===== src/verilog/flash_boot_pkg.sv =====
/*
 flash_boot_pkg: constants, types and helpers shared by the strap/mode
 logic, the flash controller and its program/erase sequencer.
 assumes a 50 MHz pclk and a 2 MB flash array reached as 32-bit words.
*/
package flash_boot_pkg;
	localparam int CLK_MHZ = 50;
	localparam int DATA_W = 32;
	localparam int ADDR_W = 19;
	localparam int NUM_AREAS = 4;
	localparam int PAGE_WORDS = 128;
	localparam int PTR_W = 7;
	localparam int PROG_TIME_US = 2000;
	localparam int ERASE_TIME_MS = 100;
	localparam int PROG_CYCLES = PROG_TIME_US * CLK_MHZ;
	localparam int ERASE_CYCLES = ERASE_TIME_MS * 1000 * CLK_MHZ;
	localparam logic [11:0] OFS_MODE = 12'h000;
	localparam logic [11:0] OFS_CMD = 12'h004;
	localparam logic [11:0] OFS_ADDR = 12'h008;
	localparam logic [11:0] OFS_STATUS = 12'h00c;
	localparam logic [11:0] OFS_PAGE_DATA = 12'h010;
	localparam logic [11:0] OFS_PAGE_PTR = 12'h014;
	localparam int ST_BUSY = 0;
	localparam int ST_DONE = 1;
	localparam int ST_ERR = 2;
	localparam int ST_PROT_LSB = 4;
	localparam int ST_RSEC = 8;
	localparam int CMD_SIZE_LSB = 4;
	localparam logic [2:0] STRAP_CHIP = 3'b111;
	localparam logic [2:0] STRAP_BOOT = 3'b110;
	localparam logic [3:0] PROT_RESET = 4'h0;

	typedef enum logic [1:0] {mode_none, mode_single_chip, mode_single_boot} boot_mode_type;
	typedef enum logic [2:0] {op_idle, op_program, op_erase, op_protect, op_unprotect} flash_op_type;
	typedef enum logic [1:0] {size_128k, size_512k, size_1m, size_chip} erase_size_type;

	typedef struct packed {
		logic prog_stb;
		logic erase_stb;
		logic [NUM_AREAS-1:0] block_sel;
		logic [ADDR_W-1:0] addr;
		erase_size_type size;
		logic [DATA_W-1:0] wdata;
	} array_port_type;

	typedef struct packed {
		logic width_a;
		logic width_b;
		logic boot;
	} strap_type;

	// areas touched by an operation at a word address
	function automatic logic [NUM_AREAS-1:0] area_mask(input logic [ADDR_W-1:0] addr,
			input erase_size_type size);
		logic [NUM_AREAS-1:0] m;
		m = 4'h0;
		unique case (size)
			size_128k, size_512k: m = 4'h1 << addr[ADDR_W-1:ADDR_W-2];
			size_1m: m = addr[ADDR_W-1] ? 4'hc : 4'h3;
			size_chip: m = 4'hf;
		endcase
		return m;
	endfunction

	// base address of the region of the given size that holds addr
	function automatic logic [ADDR_W-1:0] align(input logic [ADDR_W-1:0] addr,
			input erase_size_type size);
		logic [ADDR_W-1:0] a;
		a = addr;
		unique case (size)
			size_128k: a = {addr[ADDR_W-1:15], 15'h0000};
			size_512k: a = {addr[ADDR_W-1:17], 17'h00000};
			size_1m: a = {addr[ADDR_W-1], 18'h00000};
			size_chip: a = 19'h00000;
		endcase
		return a;
	endfunction
endpackage


===== src/verilog/flash_boot_ctrl.sv =====
/*
 flash_boot_ctrl: boot strap capture and mode selection, plus the APB
 controller of the flash array (page buffer, program/erase, protection,
 read security).
 assumes straps are stable one clock around reset release and that the
 flash array itself sits outside on the array port.
*/
// Implementation choices: the APB interface to the registers and the register offsets.
// Function
// - mode chosen from the two width straps and the boot strap at reset
// - straps 1,1,1 at reset release select single-chip mode
// - straps 1,1,0 at reset release select single-boot mode
// - single-chip mode fetches first from internal flash
// - single-boot mode fetches first from the boot ROM loader
// - outside programmer mode, cpu runs in strap mode after reset release
// - flash is four blocks, each written independently
// - cpu reaches the flash over a 32-bit data path
// - programming writes one page of 128 words
// - erase covers 128 KB, 512 KB or 1 MB
// - write protection set per 512 KB area
// - protection cleared per 1 MB region
// - all four areas protected turns on read security automatically
// - removing protection erases the region before protection clears
// - protection is set only by software command
// - accepted program or erase runs on its own to completion
// - no erase suspend; multi-block erase only as whole chip (the code also erases two blocks with a 1 MB erase)
`timescale 1ns/100ps
module flash_boot_ctrl #(
	parameter int PROG_WAIT = flash_boot_pkg::PROG_CYCLES,
	parameter int ERASE_WAIT = flash_boot_pkg::ERASE_CYCLES
) (
	input wire logic pclk,
	input wire logic presetn,
	input wire logic psel,
	input wire logic penable,
	input wire logic pwrite,
	input wire logic [11:0] paddr,
	input wire logic [31:0] pwdata,
	output logic [31:0] prdata,
	output logic pready,
	output logic pslverr,
	input wire logic mode_strap_a,
	input wire logic mode_strap_b,
	input wire logic boot_strap,
	output logic cpu_run,
	output logic fetch_from_flash,
	output logic fetch_from_boot_rom,
	input wire logic ext_rd_req,
	output logic ext_rd_grant,
	output flash_boot_pkg::array_port_type array
);
	import flash_boot_pkg::*;

	strap_type straps;
	boot_mode_type mode;
	logic captured;
	logic [31:0] page_buf [PAGE_WORDS];
	logic [PTR_W-1:0] page_ptr;
	logic [ADDR_W-1:0] addr_reg;
	flash_op_type last_op;
	erase_size_type last_size;
	logic [NUM_AREAS-1:0] prot;
	logic done_flag;
	logic err_flag;
	logic unprot_pending;
	logic [NUM_AREAS-1:0] unprot_mask;
	logic [ADDR_W-1:0] seq_base;
	erase_size_type seq_size;
	logic seq_erase;
	logic seq_start;
	logic seq_busy;
	logic seq_done;
	logic [PTR_W-1:0] seq_index;

	assign straps = '{width_a: mode_strap_a, width_b: mode_strap_b, boot: boot_strap};

	// strap decode
	wire [2:0] strap_bits = straps;
	wire strap_chip = strap_bits == STRAP_CHIP;
	wire strap_boot = strap_bits == STRAP_BOOT;
	wire boot_mode_type strap_mode = strap_chip ? mode_single_chip :
		strap_boot ? mode_single_boot : mode_none;

	// first edge after release samples the straps, which the board still holds
	// for that clock; reset itself only loads constants
	always_ff @(posedge pclk or negedge presetn) begin
		if (!presetn) begin
			captured <= 1'b0;
			mode <= mode_none;
			cpu_run <= 1'b0;
			fetch_from_flash <= 1'b0;
			fetch_from_boot_rom <= 1'b0;
		end else if (!captured) begin
			captured <= 1'b1;
			mode <= strap_mode;
			cpu_run <= strap_mode != mode_none;
			fetch_from_flash <= strap_chip;
			fetch_from_boot_rom <= strap_boot;
		end
	end

	// read security follows protection with no software step
	wire read_secure = &prot;
	assign ext_rd_grant = ext_rd_req && !read_secure;

	// apb decode
	wire setup = psel && !penable;
	wire access = psel && penable;
	wire hit_mode = paddr == OFS_MODE;
	wire hit_cmd = paddr == OFS_CMD;
	wire hit_addr = paddr == OFS_ADDR;
	wire hit_status = paddr == OFS_STATUS;
	wire hit_data = paddr == OFS_PAGE_DATA;
	wire hit_ptr = paddr == OFS_PAGE_PTR;
	wire mapped = hit_mode | hit_cmd | hit_addr | hit_status | hit_data | hit_ptr;
	wire wr = access && pwrite && mapped;
	assign pready = 1'b1;
	assign pslverr = access && !mapped;

	wire [31:0] status_word = {23'h0, read_secure, prot, 1'b0, err_flag, done_flag, seq_busy};
	wire [31:0] rd_mux = hit_mode ? {29'h0, captured, mode} :
		hit_cmd ? {26'h0, last_size, 1'b0, last_op} :
		hit_addr ? {13'h0, addr_reg} :
		hit_status ? status_word :
		hit_ptr ? {25'h0, page_ptr} : 32'h0;

	// read data is latched in setup so the access phase needs no wait state
	always_ff @(posedge pclk or negedge presetn) begin
		if (!presetn)
			prdata <= 32'h0;
		else if (setup && !pwrite)
			prdata <= rd_mux;
	end

	// command decode
	wire cmd_wr = wr && hit_cmd;
	wire [2:0] cmd_code = pwdata[2:0];
	wire erase_size_type cmd_size = erase_size_type'(pwdata[CMD_SIZE_LSB+1:CMD_SIZE_LSB]);
	wire [NUM_AREAS-1:0] prog_areas = area_mask(addr_reg, size_128k);
	wire [NUM_AREAS-1:0] erase_areas = area_mask(addr_reg, cmd_size);
	wire [NUM_AREAS-1:0] one_mb_areas = area_mask(addr_reg, size_1m);
	wire op_program_ok = cmd_code == op_program && !(|(prog_areas & prot));
	wire op_erase_ok = cmd_code == op_erase && !(|(erase_areas & prot));
	wire cmd_protect = cmd_code == op_protect;
	wire cmd_unprotect = cmd_code == op_unprotect;
	wire cmd_ok = op_program_ok | op_erase_ok | cmd_protect | cmd_unprotect;
	wire cmd_busy = seq_busy || seq_start || unprot_pending;
	wire cmd_take = cmd_wr && !cmd_busy && cmd_ok;
	// refused: busy (no suspend), protected target, or unknown code
	wire cmd_refuse = cmd_wr && (cmd_busy || !cmd_ok);
	wire starts_seq = cmd_take && !cmd_protect;
	wire unprot_finish = seq_done && unprot_pending;

	always_ff @(posedge pclk or negedge presetn) begin
		if (!presetn) begin
			last_op <= op_idle;
			last_size <= size_128k;
			seq_start <= 1'b0;
			seq_erase <= 1'b0;
			seq_base <= '0;
			seq_size <= size_128k;
		end else begin
			seq_start <= starts_seq;
			if (cmd_wr) begin
				last_op <= flash_op_type'(cmd_code);
				last_size <= cmd_size;
			end
			if (starts_seq) begin
				seq_erase <= !op_program_ok;
				// unprotect always wipes the whole 1 MB region
				seq_size <= cmd_unprotect ? size_1m : cmd_size;
				seq_base <= op_program_ok ? addr_reg :
					align(addr_reg, cmd_unprotect ? size_1m : cmd_size);
			end
		end
	end

	// protection bits
	always_ff @(posedge pclk or negedge presetn) begin
		if (!presetn) begin
			prot <= PROT_RESET;
			unprot_pending <= 1'b0;
			unprot_mask <= 4'h0;
		end else begin
			if (cmd_take && cmd_protect)
				prot <= prot | area_mask(addr_reg, size_512k);
			if (cmd_take && cmd_unprotect) begin
				unprot_pending <= 1'b1;
				unprot_mask <= one_mb_areas;
			end
			// bits clear only once the erase of their region has finished
			if (unprot_finish) begin
				prot <= prot & ~unprot_mask;
				unprot_pending <= 1'b0;
			end
		end
	end

	// sticky flags: hardware set wins over a write-one clear in the same cycle
	wire st_wr = wr && hit_status;
	always_ff @(posedge pclk or negedge presetn) begin
		if (!presetn) begin
			done_flag <= 1'b0;
			err_flag <= 1'b0;
		end else begin
			done_flag <= seq_done || (done_flag && !(st_wr && pwdata[ST_DONE]));
			err_flag <= cmd_refuse || (err_flag && !(st_wr && pwdata[ST_ERR]));
		end
	end

	// address and page buffer
	always_ff @(posedge pclk or negedge presetn) begin
		if (!presetn) begin
			addr_reg <= '0;
			page_ptr <= '0;
		end else begin
			if (wr && hit_addr)
				addr_reg <= pwdata[ADDR_W-1:0];
			if (wr && hit_ptr)
				page_ptr <= pwdata[PTR_W-1:0];
			else if (wr && hit_data)
				page_ptr <= page_ptr + 1'b1;
		end
	end

	// buffer is not reset; software fills a page before each program
	always_ff @(posedge pclk) begin
		if (wr && hit_data && !seq_busy)
			page_buf[page_ptr] <= pwdata;
	end

	flash_sequencer #(
		.PROG_WAIT(PROG_WAIT),
		.ERASE_WAIT(ERASE_WAIT)
	) u_seq (
		.pclk(pclk),
		.presetn(presetn),
		.start(seq_start),
		.is_erase(seq_erase),
		.base(seq_base),
		.size(seq_size),
		.page_word(page_buf[seq_index]),
		.page_index(seq_index),
		.busy(seq_busy),
		.done(seq_done),
		.array(array)
	);

	// strap checks key on the rise of captured, so the release edge itself is never judged
	chk_chip_select: assert property (@(posedge pclk) disable iff (!presetn)
		$rose(captured) && $past(strap_bits) == 3'b111 |->
		mode == mode_single_chip && fetch_from_flash)
		else $error("single-chip straps did not select flash fetch");
	chk_boot_select: assert property (@(posedge pclk) disable iff (!presetn)
		$rose(captured) && $past(strap_bits) == 3'b110 |->
		mode == mode_single_boot && fetch_from_boot_rom)
		else $error("single-boot straps did not select boot rom fetch");
	chk_no_mode: assert property (@(posedge pclk) disable iff (!presetn)
		$rose(captured) && $past(strap_bits) != 3'b111 && $past(strap_bits) != 3'b110 |->
		mode == mode_none && !cpu_run)
		else $error("other strap levels did not leave the cpu stopped");
	chk_run_needs_mode: assert property (@(posedge pclk) disable iff (!presetn)
		cpu_run |-> captured && mode != mode_none)
		else $error("cpu running without a captured mode");
	chk_mode_held: assert property (@(posedge pclk) disable iff (!presetn)
		captured |=> $stable(mode) && $stable(cpu_run) && captured)
		else $error("mode changed after capture");
	chk_fetch_exclusive: assert property (@(posedge pclk) disable iff (!presetn)
		!(fetch_from_flash && fetch_from_boot_rom) &&
		(cpu_run == (fetch_from_flash || fetch_from_boot_rom)))
		else $error("fetch source inconsistent with run");
	chk_run_release: assert property (@(posedge pclk) disable iff (!presetn)
		$rose(captured) |->
		cpu_run == ($past(strap_bits) == 3'b111 || $past(strap_bits) == 3'b110))
		else $error("cpu run does not follow straps at release");
	chk_read_secure: assert property (@(posedge pclk) disable iff (!presetn)
		prot == 4'hf |-> !ext_rd_grant && status_word[ST_RSEC])
		else $error("flash readable with all areas protected");
	chk_unprot_erase: assert property (@(posedge pclk) disable iff (!presetn)
		|($past(prot) & ~prot) |-> $past(seq_done) && $past(seq_erase))
		else $error("protection cleared without erase");
	chk_busy_refuse: assert property (@(posedge pclk) disable iff (!presetn)
		cmd_wr && seq_busy |=> err_flag && !seq_start)
		else $error("command accepted while busy");
	chk_protected_prog: assert property (@(posedge pclk) disable iff (!presetn)
		cmd_wr && cmd_code == 3'h1 && |(prog_areas & prot) && !cmd_busy |=> !seq_start ##1 !seq_busy)
		else $error("program started in protected area");
	chk_erase_protected: assert property (@(posedge pclk) disable iff (!presetn)
		cmd_wr && cmd_code == 3'h2 && |(erase_areas & prot) |=> !seq_start)
		else $error("erase started in protected area");
	chk_protect_sets: assert property (@(posedge pclk) disable iff (!presetn)
		cmd_take && cmd_protect |=> prot[$past(addr_reg[ADDR_W-1:ADDR_W-2])])
		else $error("protect command did not protect its area");
	chk_prot_only_cmd: assert property (@(posedge pclk) disable iff (!presetn)
		|(prot & ~$past(prot)) |-> $past(cmd_take) && $past(cmd_protect))
		else $error("protection set without a protect command");
	chk_wipe_size: assert property (@(posedge pclk) disable iff (!presetn)
		unprot_pending && array.erase_stb |-> array.size == size_1m && array.addr[ADDR_W-2:0] == '0)
		else $error("unprotect wipe is not an aligned 1 MB erase");
	chk_start_runs: assert property (@(posedge pclk) disable iff (!presetn)
		seq_start |=> seq_busy)
		else $error("accepted operation did not start");
	chk_done_flag: assert property (@(posedge pclk) disable iff (!presetn)
		seq_done |=> done_flag)
		else $error("finished operation did not set done");
endmodule


===== src/verilog/flash_sequencer.sv =====
/*
 flash_sequencer: runs one accepted program or erase to completion on its
 own, streaming a page or sending one erase strobe, then waiting out the array's busy time.
 assumes the caller holds base, size and the page buffer steady while busy.
*/
`timescale 1ns/100ps
module flash_sequencer #(
	parameter int PROG_WAIT = flash_boot_pkg::PROG_CYCLES,
	parameter int ERASE_WAIT = flash_boot_pkg::ERASE_CYCLES
) (
	input wire logic pclk,
	input wire logic presetn,
	input wire logic start,
	input wire logic is_erase,
	input wire logic [flash_boot_pkg::ADDR_W-1:0] base,
	input wire flash_boot_pkg::erase_size_type size,
	input wire logic [flash_boot_pkg::DATA_W-1:0] page_word,
	output logic [flash_boot_pkg::PTR_W-1:0] page_index,
	output logic busy,
	output logic done,
	output flash_boot_pkg::array_port_type array
);
	import flash_boot_pkg::*;

	typedef enum logic [1:0] {s_idle, s_stream, s_wait} seq_state_type;
	seq_state_type state;
	logic [31:0] wait_cnt;
	logic [7:0] stb_count;
	wire last_word = page_index == PTR_W'(PAGE_WORDS - 1);
	wire wait_over = wait_cnt == 32'h0;

	assign busy = state != s_idle;

	// no suspend: once started, the sequence only ends at done
	always_ff @(posedge pclk or negedge presetn) begin
		if (!presetn) begin
			state <= s_idle;
			page_index <= '0;
			wait_cnt <= 32'h0;
			done <= 1'b0;
			array <= '0;
		end else begin
			done <= 1'b0;
			array.prog_stb <= 1'b0;
			array.erase_stb <= 1'b0;
			unique case (state)
				s_idle: if (start) begin
					page_index <= '0;
					array.size <= size;
					array.block_sel <= area_mask(base, is_erase ? size : size_128k);
					if (is_erase) begin
						array.erase_stb <= 1'b1;
						array.addr <= base;
						wait_cnt <= 32'(ERASE_WAIT - 1);
						state <= s_wait;
					end else begin
						state <= s_stream;
					end
				end
				s_stream: begin
					array.prog_stb <= 1'b1;
					array.addr <= base + ADDR_W'(page_index);
					array.wdata <= page_word;
					page_index <= page_index + 1'b1;
					if (last_word) begin
						wait_cnt <= 32'(PROG_WAIT - 1);
						state <= s_wait;
					end
				end
				s_wait: if (wait_over) begin
					done <= 1'b1;
					state <= s_idle;
				end else begin
					wait_cnt <= wait_cnt - 32'h1;
				end
			endcase
		end
	end

	// helper for checking the page length
	always_ff @(posedge pclk or negedge presetn) begin
		if (!presetn)
			stb_count <= 8'h0;
		else if (start && !busy)
			stb_count <= 8'h0;
		else if (array.prog_stb)
			stb_count <= stb_count + 8'h1;
	end

	chk_page_length: assert property (@(posedge pclk) disable iff (!presetn)
		$rose(state == s_wait) && !array.erase_stb |=> stb_count == 8'(PAGE_WORDS))
		else $error("page program did not write exactly one page");
endmodule

===== config.mk =====
export PLATFORM = sky130hd
export DESIGN_NAME = flash_boot_ctrl
export DESIGN_NICKNAME = d
export VERILOG_FILES = /design/src/verilog/flash_boot_pkg.sv /design/src/verilog/flash_boot_ctrl.sv /design/src/verilog/flash_sequencer.sv
export SDC_FILE = /design/constraint.sdc
export NUM_CORES = 2
export LEC_CHECK = 0
export BUFFER_PORTS_ARGS = -buffer_cell sky130_fd_sc_hd__buf_4
export CAP_MARGIN = 20
export CORE_UTILIZATION = 48
export CTS_CLUSTER_SIZE = 30
export DETAILED_ROUTE_END_ITERATION = 10
export PLACE_DENSITY_LB_ADDON = 0.25
export SYNTH_ARGS = -nofsm -noshare
export SYNTH_HDL_FRONTEND = slang
export SYNTH_SLANG_ARGS = --single-unit

===== constraint.sdc =====
create_clock -name pclk -period 4.4 [get_ports pclk]
set_input_delay 0.44 -clock pclk [delete_from_list [all_inputs] [get_ports pclk]]
set_output_delay 0.44 -clock pclk [all_outputs]
set_load 0.1 [all_outputs]

==> results.md <==
- Status: finished clean
- Synthesized area: 165000 um2
- Register with the most flip-flops: page_buf
- Async set or reset register ratio after synthesis: 4.39%
- Post-placement cell count: 12801
- Multi-input logic area: 36700 um2
- # DRC: 0
- Clk buf depth: 4
- Final Setup Violations: 0
- Part of the power in combinational logic: 1.4%
- Worst-Skew Late Latency: 0.99 ns
- Layout cell share with drive strength beyond 1: 24.4%
- Total track usage: 26.8%
- Syn_area_per_cell: 20.4 um2
- Area share of the largest cell type after synthesis: 74.3%
- PD cells: 431 nW/um2
- Tmin final: 4.28 ns
- Vias/cell: 6.32
- Seq/Total Area, Yosys: 77.2%
- Switching power total: 16.5 mW
- Fmax: 233 MHz
- Worst hold path depth: 4
- Setup TNS: 0 ns
- # nets final: 8761
- CTS H-Tree Depth: 5
- Sequential share of power: 54.3%
- Met1 GRT Util: 38.6%
- Switching fraction of total power: 20.1%
- Worst endpoint required time: 5.21 ns
- Initial Util: 48.2%
- CTS Buf Count: 422
- Top_reg_cell synth: edfxtp_1
- GRT overflow: 0
- Core area: 343000 um2
- # rows: 215
- Max incr delay on CP: 0.90 ns
- Io pins: 150
- Routability cong.: 0.886
- RSZ-0062 raised after global routing: no
- Clock Skew: 0.0413 ns
- DRT antenna net count: 0
- WL per Instance: 34.5 um
- Final Cycle Share: 97.4%
- Met3 Use GR: 5.35%
- Fill count: 25588
- Rel. slew slack: 20.9%
- Synth area leaders: edfxtp_1 74%, mux4_2 11%, mux2i_1 4.4%, dfrtp_1 2.8%, a22oi_1 1.2%
- Grt peak-use layer: met2
- Met2 Resource Use GR: 40.8%
- Reg area: 128000 um2
- Post-CTS sizing: 0
- Crit path max fanout: 21
- CTS tree: built
- Largest net degree at the start of global routing: 129
- Crit path max-delay family: compound AO/OA/AOI/OAI gates
- CP Launch Type: register
- P_int: 65.7 mW
- Final Slew Violations: 0
- Max-cap viol count: 0
- Synth unique cells: 76
- Final count of hold timing violations: 0
- Critical path class: reg2reg
- Stages on the worst setup path: 8
- Synth Warn #: 0
- Die W: 589 um
- Min-Delay Path Class: in2reg
- Die area: 347000 um2
- Clock transition at the registers of the reported paths: 0.07 ns
- Critical path arrival: 5.10 ns
- CP cell instances: buf_4, buf_4, mux4_2, a221oi_1, o21ai_0, buf_4, a21oi_1, a211oi_1
- Die H: 589 um
- Leak: 60.0 nW
- Crit path buf inv count: 3
- Sink Count: 4284
- Drt first pass iters: 6
- Crit-path most repeated cell: buf_4
- Yosys reg bits: 4284
- Vias in the first global route: 84117
- Setup repair bufs after CTS: 0
- Max reg flops: 4096
- Final HPWL from detailed placement: 288000 um
- Peak supply drop: 0.354 mV
- Synthesized instance count: 8098
- R2R depth: 8
- Clock root cell: clkbuf_16
- CP endpoint kind: register
- First DRT Iteration DRCs: 12032
- Slowest stage cell, crit path: a21oi_1
- Area Overhead vs Synth: 15.3%
- Total Power: 82.3 mW
- Regs by FF count: page_buf x4096, u_seq.array x59, u_seq.wait_cnt x32
- Via count: 86093
- Post-synth top area cell: edfxtp_1
- Global-route wire length before repair: 652000 um
- Detailed Route WL: 470000 um
- Worst-margin pin slew: 1.19 ns
- Number of flops mapped to enable cells by yosys: 4096
- Port-buffer cells: 135
- Clock Power Share: 44.3%
- Post-Layout Cell Count: 13618
- Initial antenna violation count: 47
==> metrics by stage <==
stage	hold slack, ns	area (um2)	worst slack (ns)	utilization, %
2_1_floorplan	0.144	166000	0.440	-
3_3_place_gp	0.417	177000	0.227	51.5
3_5_place_dp	0.426	177000	0.179	51.5
4_1_cts	0.000446	191000	0.137	55.6
5_1_grt	0.0306	191000	0.138	55.6
6_report	0.0461	191000	0.116	55.6
==> what timing repair did <==
action / 4_1_cts / 5_1_grt
setup endpoints to repair: 0 / 0
hold buffers: 24 / 0
hold endpoints to repair: 290 / 0
==> Yosys cell counts, types with 7 or more instances <==
cell and instances:
a2111oi_0 7, a211oi_1 34, a21o_1 9, a21oi_1 132, a221oi_1 36, a22o_1 29
a22oi_1 267, a31oi_1 95, a32oi_1 33, and2_1 9, buf_1 61, buf_2 132
buf_4 38, clkbuf_1 244, dfrtp_1 188, edfxtp_1 4096, ha_1 14, inv_1 25
mux2_2 29, mux2i_1 720, mux4_2 788, nand2_1 256, nand2b_1 9, nand3_1 113
nand4_1 14, nor2_1 243, nor2b_1 22, nor3_1 51, nor4_1 12, o2111ai_1 33
o21ai_0 192, o22ai_1 26, o31ai_1 23, or3_1 10, or4_1 20, xnor2_1 9
==> final cells by class <==
type / count / area share [%]
Tap cell: 4557 / 2.99
Timing Repair Buffer: 636 / 3.46
Sequential cell: 4284 / 66.9
Inverter: 27 / 0.0584
Multi-Input combinational cell: 3322 / 19.2
Clock inverter: 253 / 1.47
Antenna cell: 12 / 0.0157
Clock buffer: 527 / 5.85
==> cell families after synthesis <==
logic type	after synthesis	share of synthesized area, %
AO/OA/AOI/OAI	947	3.83
XOR/XNOR	14	0.0741
adder cells (fa/ha/maj)	15	0.118
buffers and inverters	505	1.34
flip-flops	4284	77.2
multiplexers	1538	15.3
other	2	0.00454
AND/OR/NAND/NOR	793	2.18
==> worst reg2reg max path, stage by stage (launching register included) <==
cell and delay (ns):
dfrtp_4 0.87, buf_4 0.57, buf_4 0.36, mux4_2 0.52
a221oi_1 0.39, o21ai_0 0.17, buf_4 0.19, a21oi_1 0.90
a211oi_1 0.14
==> power by group through the flow <==
| stage | Combinational, mW | Clock [mW] | Sequential (mW) |
|---|---|---|---|
| 6_report | 1.16 | 36.5 | 44.7 |
| 5_1_grt | 1.20 | 38.3 | 44.6 |
| 2_1_floorplan | 0.0982 | 0 | 45.5 |
| 4_1_cts | 1.17 | 36.9 | 44.6 |
| 3_3_place_gp | 1.10 | 0 | 45.5 |
| 3_5_place_dp | 1.15 | 0 | 45.5 |
==> routing by layer <==
layer  vias to the layer above  part of all wire, %
met4                         6                  4.1
li1                      34858                    -
met5                         -               0.0070
met3                       715                   11
met2                      5005                   46
met1                     45509                   39
==> placed cells by master, fill, tap and decap left out, types with 132 or more instances in the layout <==
cell          n
nand2_1     253
clkbuf_16   429
a21oi_1     132
nor2_4      135
o21ai_0     191
buf_4       473
mux4_2      788
a22oi_1     267
mux2i_1     720
buf_12      137
edfxtp_1   4096
dfrtp_1     183
==> worst paths after layout <==
| path | to | startpoint | slack [ns] |
|---|---|---|---|
| max | u_seq.array[23] | u_seq.page_index[0] | 0.12 |
| min | prdata[6] | paddr[11] | 0.05 |
| max reg2reg | u_seq.array[23] | u_seq.page_index[0] | 0.12 |
| min reg2reg | prdata[3] | prdata[3] | 0.48 |
| max in group asynchronous | prdata[5] | presetn | 3.02 |
| min in group asynchronous | u_seq.wait_cnt[4] | presetn | 0.43 |
Power figures use the tool's default switching activity.
